==> src/sfr_pkg.sv <==
// Shared opcodes, field layouts and timing constants of the serial flash read/buffer link
package sfr_pkg;

	localparam logic [7:0] OP_RD_FAST  = 8'h0b;
	localparam logic [7:0] OP_RD_SLOW  = 8'h03;
	localparam logic [7:0] OP_PG_RD    = 8'hd2;
	localparam logic [7:0] OP_B1_RD_HI = 8'hd4;
	localparam logic [7:0] OP_B1_RD_LO = 8'hd1;
	localparam logic [7:0] OP_B2_RD_HI = 8'hd6;
	localparam logic [7:0] OP_B2_RD_LO = 8'hd3;
	localparam logic [7:0] OP_B1_WR    = 8'h84;
	localparam logic [7:0] OP_B2_WR    = 8'h87;

	localparam int OP_BITS   = 8;
	localparam int ADDR_BITS = 24;
	localparam int PAGE_BITS = 12;
	localparam int BYTE_BITS = 9;
	localparam int HDR_BITS  = 64;

	localparam logic [5:0] DUMMY_FAST = 6'h08;
	localparam logic [5:0] DUMMY_PAGE = 6'h20;
	localparam logic [5:0] DUMMY_BUF  = 6'h08;
	localparam logic [5:0] DUMMY_NONE = 6'h00;

	localparam logic [8:0] LAST_BYTE_WIDE   = 9'h107;
	localparam logic [8:0] LAST_BYTE_NARROW = 9'h0ff;

	// Page number and offset positions in the 24-bit address
	localparam int WIDE_PAGE_LSB   = 9;
	localparam int NARROW_PAGE_LSB = 8;

	// Serial clock half period at the 50 MHz system clock
	localparam int SYS_PERIOD_NS = 20;
	localparam int SCK_HALF_NS   = 80;
	localparam int SCK_HALF_CYC  = (SCK_HALF_NS + SYS_PERIOD_NS - 1) / SYS_PERIOD_NS;

	typedef enum logic [2:0] {
		K_NONE  = 3'h0,
		K_CONT  = 3'h1,
		K_PAGE  = 3'h2,
		K_BUFRD = 3'h3,
		K_BUFWR = 3'h4
	} sfr_kind_e;

	function automatic sfr_kind_e sfr_kind(input logic [7:0] op);
		case (op)
			OP_RD_FAST, OP_RD_SLOW: sfr_kind = K_CONT;
			OP_PG_RD: sfr_kind = K_PAGE;
			OP_B1_RD_HI, OP_B1_RD_LO, OP_B2_RD_HI, OP_B2_RD_LO: sfr_kind = K_BUFRD;
			OP_B1_WR, OP_B2_WR: sfr_kind = K_BUFWR;
			default: sfr_kind = K_NONE;
		endcase
	endfunction

	function automatic logic [5:0] sfr_dummy(input logic [7:0] op);
		case (op)
			OP_RD_FAST: sfr_dummy = DUMMY_FAST;
			OP_PG_RD: sfr_dummy = DUMMY_PAGE;
			OP_B1_RD_HI, OP_B1_RD_LO, OP_B2_RD_HI, OP_B2_RD_LO: sfr_dummy = DUMMY_BUF;
			default: sfr_dummy = DUMMY_NONE;
		endcase
	endfunction

	function automatic logic sfr_second_buf(input logic [7:0] op);
		sfr_second_buf = (op == OP_B2_RD_HI) || (op == OP_B2_RD_LO) || (op == OP_B2_WR);
	endfunction

endpackage

==> src/sfr_link_if.sv <==
// Serial link between flash device end and host controller end
`timescale 1ns/1ns
interface sfr_link_if;
	logic cs_n;
	logic sck;
	logic si;
	logic so;
	logic so_oe;
	logic so_line;

	// Released output reads as a pulled-up line
	assign so_line = so_oe ? so : 1'b1;

	modport dev (
		input  cs_n,
		input  sck,
		input  si,
		output so,
		output so_oe
	);

	modport hst (
		output cs_n,
		output sck,
		output si,
		input  so_line
	);
endinterface

==> src/sfr_dev.sv <==
// Flash device end: command decode, array/buffer reads and buffer writes over the serial link
`timescale 1ns/1ns
module sfr_dev (
	input  wire logic                           SYS_CLK,
	input  wire logic                           RST,
	sfr_link_if.dev                             LINK,
	input  wire logic                           PAGE_256,
	output wire logic [sfr_pkg::PAGE_BITS-1:0]  ARR_PAGE,
	output wire logic [sfr_pkg::BYTE_BITS-1:0]  ARR_BYTE,
	input  wire logic [7:0]                     ARR_DATA,
	output wire logic                           BUF_SEL,
	output wire logic [sfr_pkg::BYTE_BITS-1:0]  BUF_ADDR,
	output wire logic                           BUF_WE,
	output wire logic [7:0]                     BUF_WDATA,
	input  wire logic [7:0]                     BUF_RDATA
);

	typedef enum logic [5:0] {
		D_OP    = 6'h01,
		D_ADDR  = 6'h02,
		D_DUMMY = 6'h04,
		D_RD    = 6'h08,
		D_WR    = 6'h10,
		D_IGN   = 6'h20
	} sfr_dst_e;

	////////////////////////////////////////////////////////////////////////////////
	// Pin synchronisers

	logic sck_s1_r;
	logic sck_s2_r;
	logic sck_d_r;
	logic cs_s1_r;
	logic cs_s2_r;
	logic si_s1_r;
	logic si_s2_r;

	always_ff @(posedge SYS_CLK or posedge RST) begin
		if (RST) begin
			sck_s1_r <= 1'b0;
			sck_s2_r <= 1'b0;
			sck_d_r  <= 1'b0;
			cs_s1_r  <= 1'b1;
			cs_s2_r  <= 1'b1;
			si_s1_r  <= 1'b0;
			si_s2_r  <= 1'b0;
		end else begin
			sck_s1_r <= LINK.sck;
			sck_s2_r <= sck_s1_r;
			sck_d_r  <= sck_s2_r;
			cs_s1_r  <= LINK.cs_n;
			cs_s2_r  <= cs_s1_r;
			si_s1_r  <= LINK.si;
			si_s2_r  <= si_s1_r;
		end
	end

	logic sck_rise;
	logic sck_fall;

	// Edges only count while selected, so clock idle level does not matter
	assign sck_rise = ~cs_s2_r & sck_s2_r & ~sck_d_r;
	assign sck_fall = ~cs_s2_r & ~sck_s2_r & sck_d_r;

	////////////////////////////////////////////////////////////////////////////////
	// Command sequencing

	sfr_dst_e            st_r;
	logic [5:0]          cnt_r;
	logic [23:0]         in_sh_r;
	logic [23:0]         bits_in;
	logic [7:0]          op_r;
	sfr_pkg::sfr_kind_e  kind_r;
	logic                buf2_r;
	logic [5:0]          dummy;
	sfr_pkg::sfr_kind_e  kind_dec;

	assign bits_in  = {in_sh_r[22:0], si_s2_r};
	assign kind_dec = sfr_pkg::sfr_kind(bits_in[7:0]);
	assign dummy    = sfr_pkg::sfr_dummy(op_r);

	always_ff @(posedge SYS_CLK or posedge RST) begin
		if (RST) begin
			in_sh_r <= 24'h000000;
		end else if (sck_rise) begin
			in_sh_r <= bits_in;
		end
	end

	always_ff @(posedge SYS_CLK or posedge RST) begin
		if (RST) begin
			st_r   <= D_OP;
			cnt_r  <= 6'h00;
			op_r   <= 8'h00;
			kind_r <= sfr_pkg::K_NONE;
			buf2_r <= 1'b0;
		end else if (cs_s2_r) begin
			// Deselect aborts any command and rearms opcode capture
			st_r  <= D_OP;
			cnt_r <= 6'h00;
		end else if (sck_rise) begin
			case (st_r)
				D_OP: begin
					if (cnt_r == 6'(sfr_pkg::OP_BITS - 1)) begin
						op_r   <= bits_in[7:0];
						kind_r <= kind_dec;
						buf2_r <= sfr_pkg::sfr_second_buf(bits_in[7:0]);
						cnt_r  <= 6'h00;
						// Unknown opcodes are left to other logic; this end stays quiet
						st_r   <= (kind_dec == sfr_pkg::K_NONE) ? D_IGN : D_ADDR;
					end else begin
						cnt_r <= cnt_r + 6'h01;
					end
				end
				D_ADDR: begin
					if (cnt_r == 6'(sfr_pkg::ADDR_BITS - 1)) begin
						cnt_r <= 6'h00;
						if (dummy != sfr_pkg::DUMMY_NONE) begin
							st_r <= D_DUMMY;
						end else if (kind_r == sfr_pkg::K_BUFWR) begin
							st_r <= D_WR;
						end else begin
							st_r <= D_RD;
						end
					end else begin
						cnt_r <= cnt_r + 6'h01;
					end
				end
				D_DUMMY: begin
					if (cnt_r == dummy - 6'h01) begin
						cnt_r <= 6'h00;
						st_r  <= D_RD;
					end else begin
						cnt_r <= cnt_r + 6'h01;
					end
				end
				D_WR: begin
					// Write continues until deselect
					cnt_r <= (cnt_r == 6'h07) ? 6'h00 : cnt_r + 6'h01;
				end
				default: begin
				end
			endcase
		end
	end

	////////////////////////////////////////////////////////////////////////////////
	// Address pointer

	logic [sfr_pkg::PAGE_BITS-1:0] page_r;
	logic [sfr_pkg::BYTE_BITS-1:0] byte_r;
	logic [sfr_pkg::PAGE_BITS-1:0] page_nxt;
	logic [sfr_pkg::BYTE_BITS-1:0] byte_nxt;
	logic [sfr_pkg::PAGE_BITS-1:0] page_load;
	logic [sfr_pkg::BYTE_BITS-1:0] byte_load;
	logic [sfr_pkg::BYTE_BITS-1:0] byte_last;
	logic                          at_last;
	logic                          out_load;
	logic                          we_r;

	// Offset field also serves as buffer address; upper bits are don't care
	assign page_load = PAGE_256 ? bits_in[sfr_pkg::NARROW_PAGE_LSB +: sfr_pkg::PAGE_BITS]
	                            : bits_in[sfr_pkg::WIDE_PAGE_LSB +: sfr_pkg::PAGE_BITS];
	assign byte_load = PAGE_256 ? {1'b0, bits_in[7:0]} : bits_in[8:0];
	assign byte_last = PAGE_256 ? sfr_pkg::LAST_BYTE_NARROW : sfr_pkg::LAST_BYTE_WIDE;
	assign at_last   = (byte_r == byte_last);
	assign byte_nxt  = at_last ? '0 : byte_r + 9'h001;
	// Only continuous reads step the page; the counter rolls over at the array end
	assign page_nxt  = (at_last && kind_r == sfr_pkg::K_CONT) ? page_r + 12'h001 : page_r;

	always_ff @(posedge SYS_CLK or posedge RST) begin
		if (RST) begin
			page_r <= '0;
			byte_r <= '0;
		end else if (sck_rise && st_r == D_ADDR && cnt_r == 6'(sfr_pkg::ADDR_BITS - 1)) begin
			page_r <= page_load;
			byte_r <= byte_load;
		end else if (out_load || we_r) begin
			page_r <= page_nxt;
			byte_r <= byte_nxt;
		end
	end

	assign ARR_PAGE = page_r;
	assign ARR_BYTE = byte_r;
	assign BUF_ADDR = byte_r;
	assign BUF_SEL  = buf2_r;

	////////////////////////////////////////////////////////////////////////////////
	// Read data out

	logic [2:0] ocnt_r;
	logic [6:0] osh_r;
	logic       so_r;
	logic [7:0] rdata;

	// Byte fetched at the fall that starts it, so boundaries cost no clocks
	assign out_load = sck_fall && st_r == D_RD && ocnt_r == 3'h0;
	// Array reads never select the buffer path
	assign rdata = (kind_r == sfr_pkg::K_BUFRD) ? BUF_RDATA : ARR_DATA;

	always_ff @(posedge SYS_CLK or posedge RST) begin
		if (RST) begin
			ocnt_r <= 3'h0;
			osh_r  <= 7'h00;
			so_r   <= 1'b0;
		end else if (cs_s2_r) begin
			ocnt_r <= 3'h0;
		end else if (sck_fall && st_r == D_RD) begin
			ocnt_r <= ocnt_r + 3'h1;
			if (ocnt_r == 3'h0) begin
				so_r  <= rdata[7];
				osh_r <= rdata[6:0];
			end else begin
				so_r  <= osh_r[6];
				osh_r <= {osh_r[5:0], 1'b0};
			end
		end
	end

	// Output enabled only in data phase; drops three system clocks after select rises, once the synchronised select is seen
	assign LINK.so    = so_r;
	assign LINK.so_oe = (st_r == D_RD);

	////////////////////////////////////////////////////////////////////////////////
	// Buffer write

	logic [7:0] wdata_r;

	always_ff @(posedge SYS_CLK or posedge RST) begin
		if (RST) begin
			we_r    <= 1'b0;
			wdata_r <= 8'h00;
		end else begin
			// Write strobe exists only in the buffer write state
			we_r <= sck_rise && st_r == D_WR && cnt_r == 6'h07;
			if (sck_rise && st_r == D_WR && cnt_r == 6'h07) begin
				wdata_r <= bits_in[7:0];
			end
		end
	end

	assign BUF_WE    = we_r;
	assign BUF_WDATA = wdata_r;

endmodule

==> src/flat_wrapper.sv <==
// flat-port wrapper written by rule: the top's interface ports become plain ports
module sfr_dev_flat 
  (SYS_CLK, RST, PAGE_256, ARR_PAGE, ARR_BYTE, ARR_DATA, BUF_SEL, BUF_ADDR, BUF_WE, BUF_WDATA, BUF_RDATA, LINK_cs_n, LINK_sck, LINK_si, LINK_so, LINK_so_oe);
  sfr_link_if LINK_i ();
  input  wire logic SYS_CLK;
  input  wire logic RST;
  input  wire logic PAGE_256;
  output wire logic [sfr_pkg::PAGE_BITS-1:0] ARR_PAGE;
  output wire logic [sfr_pkg::BYTE_BITS-1:0] ARR_BYTE;
  input  wire logic [7:0] ARR_DATA;
  output wire logic BUF_SEL;
  output wire logic [sfr_pkg::BYTE_BITS-1:0] BUF_ADDR;
  output wire logic BUF_WE;
  output wire logic [7:0] BUF_WDATA;
  input  wire logic [7:0] BUF_RDATA;
  input wire logic [$bits(LINK_i.cs_n)-1:0] LINK_cs_n;
  input wire logic [$bits(LINK_i.sck)-1:0] LINK_sck;
  input wire logic [$bits(LINK_i.si)-1:0] LINK_si;
  output wire logic [$bits(LINK_i.so)-1:0] LINK_so;
  output wire logic [$bits(LINK_i.so_oe)-1:0] LINK_so_oe;
  assign LINK_i.cs_n = LINK_cs_n;
  assign LINK_i.sck = LINK_sck;
  assign LINK_i.si = LINK_si;
  assign LINK_so = LINK_i.so;
  assign LINK_so_oe = LINK_i.so_oe;
  sfr_dev u_core (.SYS_CLK(SYS_CLK), .RST(RST), .LINK(LINK_i), .PAGE_256(PAGE_256), .ARR_PAGE(ARR_PAGE), .ARR_BYTE(ARR_BYTE), .ARR_DATA(ARR_DATA), .BUF_SEL(BUF_SEL), .BUF_ADDR(BUF_ADDR), .BUF_WE(BUF_WE), .BUF_WDATA(BUF_WDATA), .BUF_RDATA(BUF_RDATA));
endmodule
==> config.mk <==
export PLATFORM = sky130hd
export DESIGN_NAME = sfr_dev_flat
export DESIGN_NICKNAME = d
export VERILOG_FILES = /design/src/sfr_pkg.sv /design/src/sfr_link_if.sv /design/src/sfr_dev.sv /design/src/flat_wrapper.sv
export SDC_FILE = /design/constraint.sdc
export NUM_CORES = 1
export LEC_CHECK = 0
export BUFFER_PORTS_ARGS = -buffer_cell sky130_fd_sc_hd__buf_2
export CAP_MARGIN = 20
export CORE_ASPECT_RATIO = 0.9
export CORE_MARGIN = 2
export CORE_UTILIZATION = 39
export DETAILED_ROUTE_END_ITERATION = 10
export HOLD_SLACK_MARGIN = 0.03
export PLACE_DENSITY_LB_ADDON = 0.2
export SLEW_MARGIN = 5
export SYNTH_ARGS = -nofsm -noshare
export SYNTH_HDL_FRONTEND = slang
export SYNTH_SLANG_ARGS = --single-unit
==> constraint.sdc <==
create_clock -name SYS_CLK -period 4.3 [get_ports SYS_CLK]
set_clock_uncertainty 0.05 [all_clocks]
set_input_delay 0.43 -clock SYS_CLK [delete_from_list [all_inputs] [get_ports SYS_CLK]]
set_output_delay 0.43 -clock SYS_CLK [all_outputs]
set_load 0.05 [all_outputs]
After elaboration in Yosys (flattened, before gate mapping)

Index checks and enable logic that the tools add are counted.

Bits in registers: 92
Latch bits: 0
RAM bits: 0
Memory bits (read-only): 0
Input port bits: 22
Word-level logic and storage cells: 122
Memories kept: 0

$add $sub $neg: 5
$mul: 0
Div/mod/pow operators: 0
Magnitude comparators: 0
Equal/unequal tests: 30
Shifts and indexed selects: 0
Multiplexer cells: 31
Bitwise operators: 7
Reduce and logical (&&, ||, !) cells: 29

Operators with widths:

| operator              | count |
|---|---|
| $eq 8x8->1 const B    | 12 |
| $mux 6                | 12 |
| $mux 12               | 4 |
| $mux 9                | 5 |
| $pmux 6 s3            | 2 |
| $eq 8x4->1 const B    | 2 |
| $add 12x1->12 const B | 1 |
| $eq 6x3->1 const B    | 2 |
| $eq 6x5->1 const B    | 2 |
| $pmux 3 s4            | 1 |
| $pmux 6 s2            | 1 |
| $add 9x1->9 const B   | 1 |
| $eq 9x9->1            | 1 |
| $ne 3x1->1 const B    | 3 |
| $eq 8x2->1 const B    | 1 |
| $mux 8                | 1 |
| $reduce_bool 2->1     | 4 |
| $reduce_bool 4->1     | 2 |
| $logic_and 1x1->1     | 7 |
| $mux 7                | 1 |
| $add 6x1->6 const B   | 1 |
| $eq 6x1->1 const B    | 1 |
| $eq 6x2->1 const B    | 1 |
| $eq 6x4->1 const B    | 1 |
| 20 further kinds      | 33 |

Logic depth before layout (Yosys ltp)

Word-level depth: 9
Gate-level depth with buffers: 10
Mapped depth without buffers: 10

Worst setup path before layout

No wires, ideal clock.

Path kind: reg2reg
Start: register u_core.op_r[3]
End: register u_core.st_r[2]
Library setup time: 78 ps
Arrival time: 2638 ps
Data required time: 4172 ps
Setup slack: 1534 ps
Cell stages (with the launch flop): 11
Path through: dfrtp_1 -> nor3b_1 -> o2111ai_1 -> and2_1 -> ha_1 -> xor2_1 -> nand2_1 -> a2111oi_1 -> o31ai_2 -> or4_1 -> a21oi_1

Word-level cells in the longest chain between the ends: 9
Elaborated cells between the ends (all ways): 18

Ends and longest elaborated chain:

| what                                                | line           | RTL |
|---|---|---|
| start, declared                                     | sfr_dev.sv:72  | `logic [7:0] op_r;` |
| start signal, assigned                              | sfr_dev.sv:105 | `op_r <= bits_in[7:0];` |
| $eq 8x4->1 or $eq 8x8->1 (tied branches)            | sfr_pkg.sv:56  | `case (op)` |
| $reduce_or 5->1 (no source line)                    | -              |  |
| $pmux 6 s2 (*)                                      | sfr_pkg.sv:56  |  |
| branches (longest 6 deep; another with $sub 6x1->6) | -              |  |
| end signal, assigned                                | sfr_dev.sv:110 | `st_r <= (kind_dec == sfr_pkg::K_NONE) ? D_IGN : D_ADDR;` |
| end, declared                                       | sfr_dev.sv:68  | `sfr_dst_e st_r;` |

Every way passes the cells marked *. The select of a mux whose other input is x is not followed.
A chain may end at the register's enable or synchronous reset.

Worst setup path after layout

Same ends and word-level chain as after synthesis.

==> impl_metrics.py <==
metrics = {
    "synthesis": {
        "yosysSeqAreaShare_pct": 46.7,
        "synth_area_um2": 4930,
        "ys_seq_elements": 92,
        "ys_top_cells_by_area": "dfrtp_1 (45%), mux2_2 (8.4%), nand2_1 (4.2%)",
        "ys.flop_type": "dfrtp_1",
        "async_flop_share_pct": 100,
        "synth-edff-count": 0,
        "synth.avg_cell_area_um2": 9.93,
        "syn-num-nets": 525,
        "synthCells": 497,
        "yosys_warnings": 0,
        "yosysTopAreaCell": "dfrtp_1",
        "yosysUniqueCellTypes": 59,
        "synth_top_area_share_pct": 45.1,
    },
    "power": {
        "seqPwrFrac_pct": 50.2,
        "power.density_nw_per_um2": 372,
        "switching_share_pct": 27.6,
        "vdd_ir_drop_max_uv": 239,
        "p_int_uw": 1500,
        "power.switching_uw": 573,
        "power_frac_comb_pct": 10.5,
        "leakage_uw": 0.00266,
        "clkPwrFrac_pct": 39.3,
    },
    "clock_tree": {
        "cts_hold_buf": 0,
        "path_clk_slew_ns": 0.07,
        "cts-root-buf": "clkbuf_16",
        "h-tree-depth": 3,
        "clock_latency_ns": 0.34,
        "cts_sinks": 92,
        "cts_tree": "done",
        "clk_path_buf_depth": 2,
        "numCtsBuffers": 9,
        "post-cts-setup-buffers": 0,
        "ctsResizeCount": 0,
    },
    "layout": {
        "diodes": 0,
        "syn2layout_area_growth_pct": 13.0,
        "nNetsFinal": 563,
        "fillers": 1179,
        "drive_gt1_share_pct": 23.7,
    },
    "placement": {
        "dp_hpwl_um": 7440,
        "globalplace.congestion": 0.826,
        "place_ws_ns": 1.19,
        "port_buffers": 63,
    },
    "worst_setup_path": {
        "end_kind": "flip-flop",
        "reg2regPathDepth": 10,
        "rr_startpoint": "u_core.op_r[3]",
        "r2r_end": "u_core.st_r[2]",
        "rrSetupSlack_ns": 1.21,
        "cp-startpoint": "u_core.op_r[3]",
        "start_kind": "flip-flop",
        "cp_max_fo": 8,
        "path_class": "reg2reg",
        "cp_data_required_time_ns": 4.52,
        "worstPathArrival_ns": 3.31,
        "cp-endpoint": "u_core.st_r[2]",
    },
    "sta": {
        "rsz0062_at_grt": "no",
        "relSlewSlack_pct": 54.1,
        "tightest_slew_ns": 0.689,
        "fmax_mhz": 324,
        "setup_viol": 0,
        "min_period_over_period_pct": 71.9,
        "finalSetupTns_ns": 0,
        "drv_slew": 0,
        "fin_crit_ns": 3.09,
        "hold_viol_final": 0,
        "setup_ws_ns": 1.21,
    },
    "run": {
        "max_cap_violations": 0,
    },
    "global_route": {
        "first_global_vias": 3597,
        "grt_max_degree": 57,
        "antenna_found_initial": 0,
        "grtUsageTotal_pct": 16.9,
        "grt_pass1_wl_um": 18300,
        "grt_overflow": 0,
    },
    "drt": {
        "drc_errors": 0,
        "wl_per_cell_um": 15.3,
        "via_per_inst": 5.37,
        "drtPass1Iterations": 4,
        "antenna_left": 0,
        "num_vias": 3760,
        "wl_um": 10700,
        "drt_iter0_drc": 308,
    },
    "floorplanning": {
        "dieWidth_um": 123,
        "num_rows": 38,
        "die_h_um": 111,
        "io_pins": 64,
        "start_util_pct": 40.4,
        "core_um2": 12200,
        "dieArea_um2": 13600,
    },
    "hold_path": {
        "hp-class": "in2async",
    },
    "status": {
        "outcome": "complete, no violations",
    },
}
[power groups by stage]
stage / Sequential [µW] / Clock (µW) / Combinational, µW
CTS: 1040 / 844 / 223
global route: 1060 / 878 / 248
global placement: 1050 / 0 / 214
floorplan: 996 / 0 / 202
finish: 1040 / 814 / 219
detailed placement: 1060 / 0 / 221
[through the flow]
| step | area (µm²) | utilization, % | cells | power, µW | hold WS (ns) |
|---|---|---|---|---|---|
| final | 5580 | 45.6 | 700 | 2070 | 0.108 |
| after global routing | 5580 | 45.6 | 700 | 2180 | 0.117 |
| after floorplan | 4930 | - | 497 | 1200 | 0.281 |
| after detailed placement | 5270 | 43.1 | 684 | 1280 | 0.286 |
| after global placement | 5270 | 43.1 | 684 | 1260 | 0.284 |
| after CTS | 5580 | 45.6 | 700 | 2110 | 0.119 |
[flip-flops by register name, summed over array words and instances (netlist names), 3 cells and up]
register	cells
u_core.in_sh_r	20
u_core.ARR_PAGE	12
u_core.ARR_BYTE	9
u_core.BUF_WDATA	8
u_core.op_r	8
u_core.osh_r	7
u_core.cnt_r	6
u_core.st_r	6
u_core.kind_r	3
u_core.ocnt_r	3
[final cells by class]
cell class / count / area [µm²] / area share [%]
Tap cell: 160 / 200 / 3.59
Clock inverter: 5 / 58.8 / 1.05
Multi-Input combinational cell: 358 / 2390 / 42.9
Sequential cell: 92 / 2310 / 41.4
Timing Repair Buffer: 66 / 338 / 6.06
Clock buffer: 11 / 253 / 4.53
Inverter: 8 / 31.3 / 0.561
[cells by family (layout without fill, tap and decap cells)]
family                     Yosys count  after routing  share of synthesized area, %
DFF                                 92             92                          46.7
buffers and inverters               47             90                          4.82
muxes                               48             48                          10.7
AOI/OAI and AO/OA                   96             96                          12.4
xor gates and xnor gates            24             24                          4.26
adders and majority gates            6              6                          1.52
and+or+nand+nor                    184            184                          19.6
[critical path: stages, from the launching register on]
cell and delay, ns:
dfrtp_1 0.39, nor3b_1 0.28, o2111ai_1 0.20, and2_1 0.21, ha_1 0.29, xor2_1 0.20, nand2_1 0.09, a2111oi_1 0.51
o31ai_2 0.23, or4_1 0.43, a21oi_1 0.15
[layer usage]
metal	vias to the layer above	wire length, µm	GRT usage [%]
li1	1873	-	-
met1	1800	5360	24.3
met2	85	4900	25.3
met3	2	435	4.68
met4	0	40	3.91
met5	-	0	0
[synth_stat cells, types with 3 or more instances]
master and number:
dfrtp_1 89, nand2_1 55, mux2_2 37, a21oi_1 31
nor2_1 31, o21ai_0 25, clkbuf_1 19, nand3_1 16
nor2b_1 16, xor2_1 16, a211oi_1 14, buf_4 11
mux2i_1 11, and3_1 10, nand4_1 10, inv_1 8
xnor2_1 8, nor3_1 7, ha_1 6, nor4_1 6
and2_1 5, nor3b_1 5, a31oi_1 4, or4_1 4
a221oi_1 3, buf_1 3, buf_2 3, dfstp_2 3
nand2b_1 3, nand3b_1 3
[worst min path at each step]
stage                          to  slack (ns)  cells past startpoint
2_1_floorplan     u_core.sck_s2_r        0.28                      0
3_3_place_gp       u_core.si_s2_r        0.28                      0
3_5_place_dp      u_core.sck_s2_r        0.29                      0
4_1_cts            u_core.cs_s1_r        0.12                      1
5_1_grt            u_core.cs_s1_r        0.12                      1
6_report       u_core.ARR_PAGE[1]        0.11                      2
[cells in the final DEF, fill, tap and decap left out, types with 3 or more instances in the layout]
master and count:
buf_4 3, nor2b_1 16, a21oi_1 31, dfstp_2 3, clkbuf_16 9, and3_1 10, or4_1 4, nand3b_1 3
xor2_1 16, nor2_1 31, nor3_1 7, ha_1 6, nand2_1 55, nand4_1 10, dfrtp_1 89, nor4_1 6
nor3b_1 5, a211oi_1 14, a31oi_1 4, xnor2_1 8, mux2i_1 11, a221oi_1 3, buf_2 63, nand3_1 16
inv_1 7, nand2b_1 3, and2_1 5, mux2_2 37, o21ai_0 25
No activity file was read; power rests on OpenSTA's default activity.
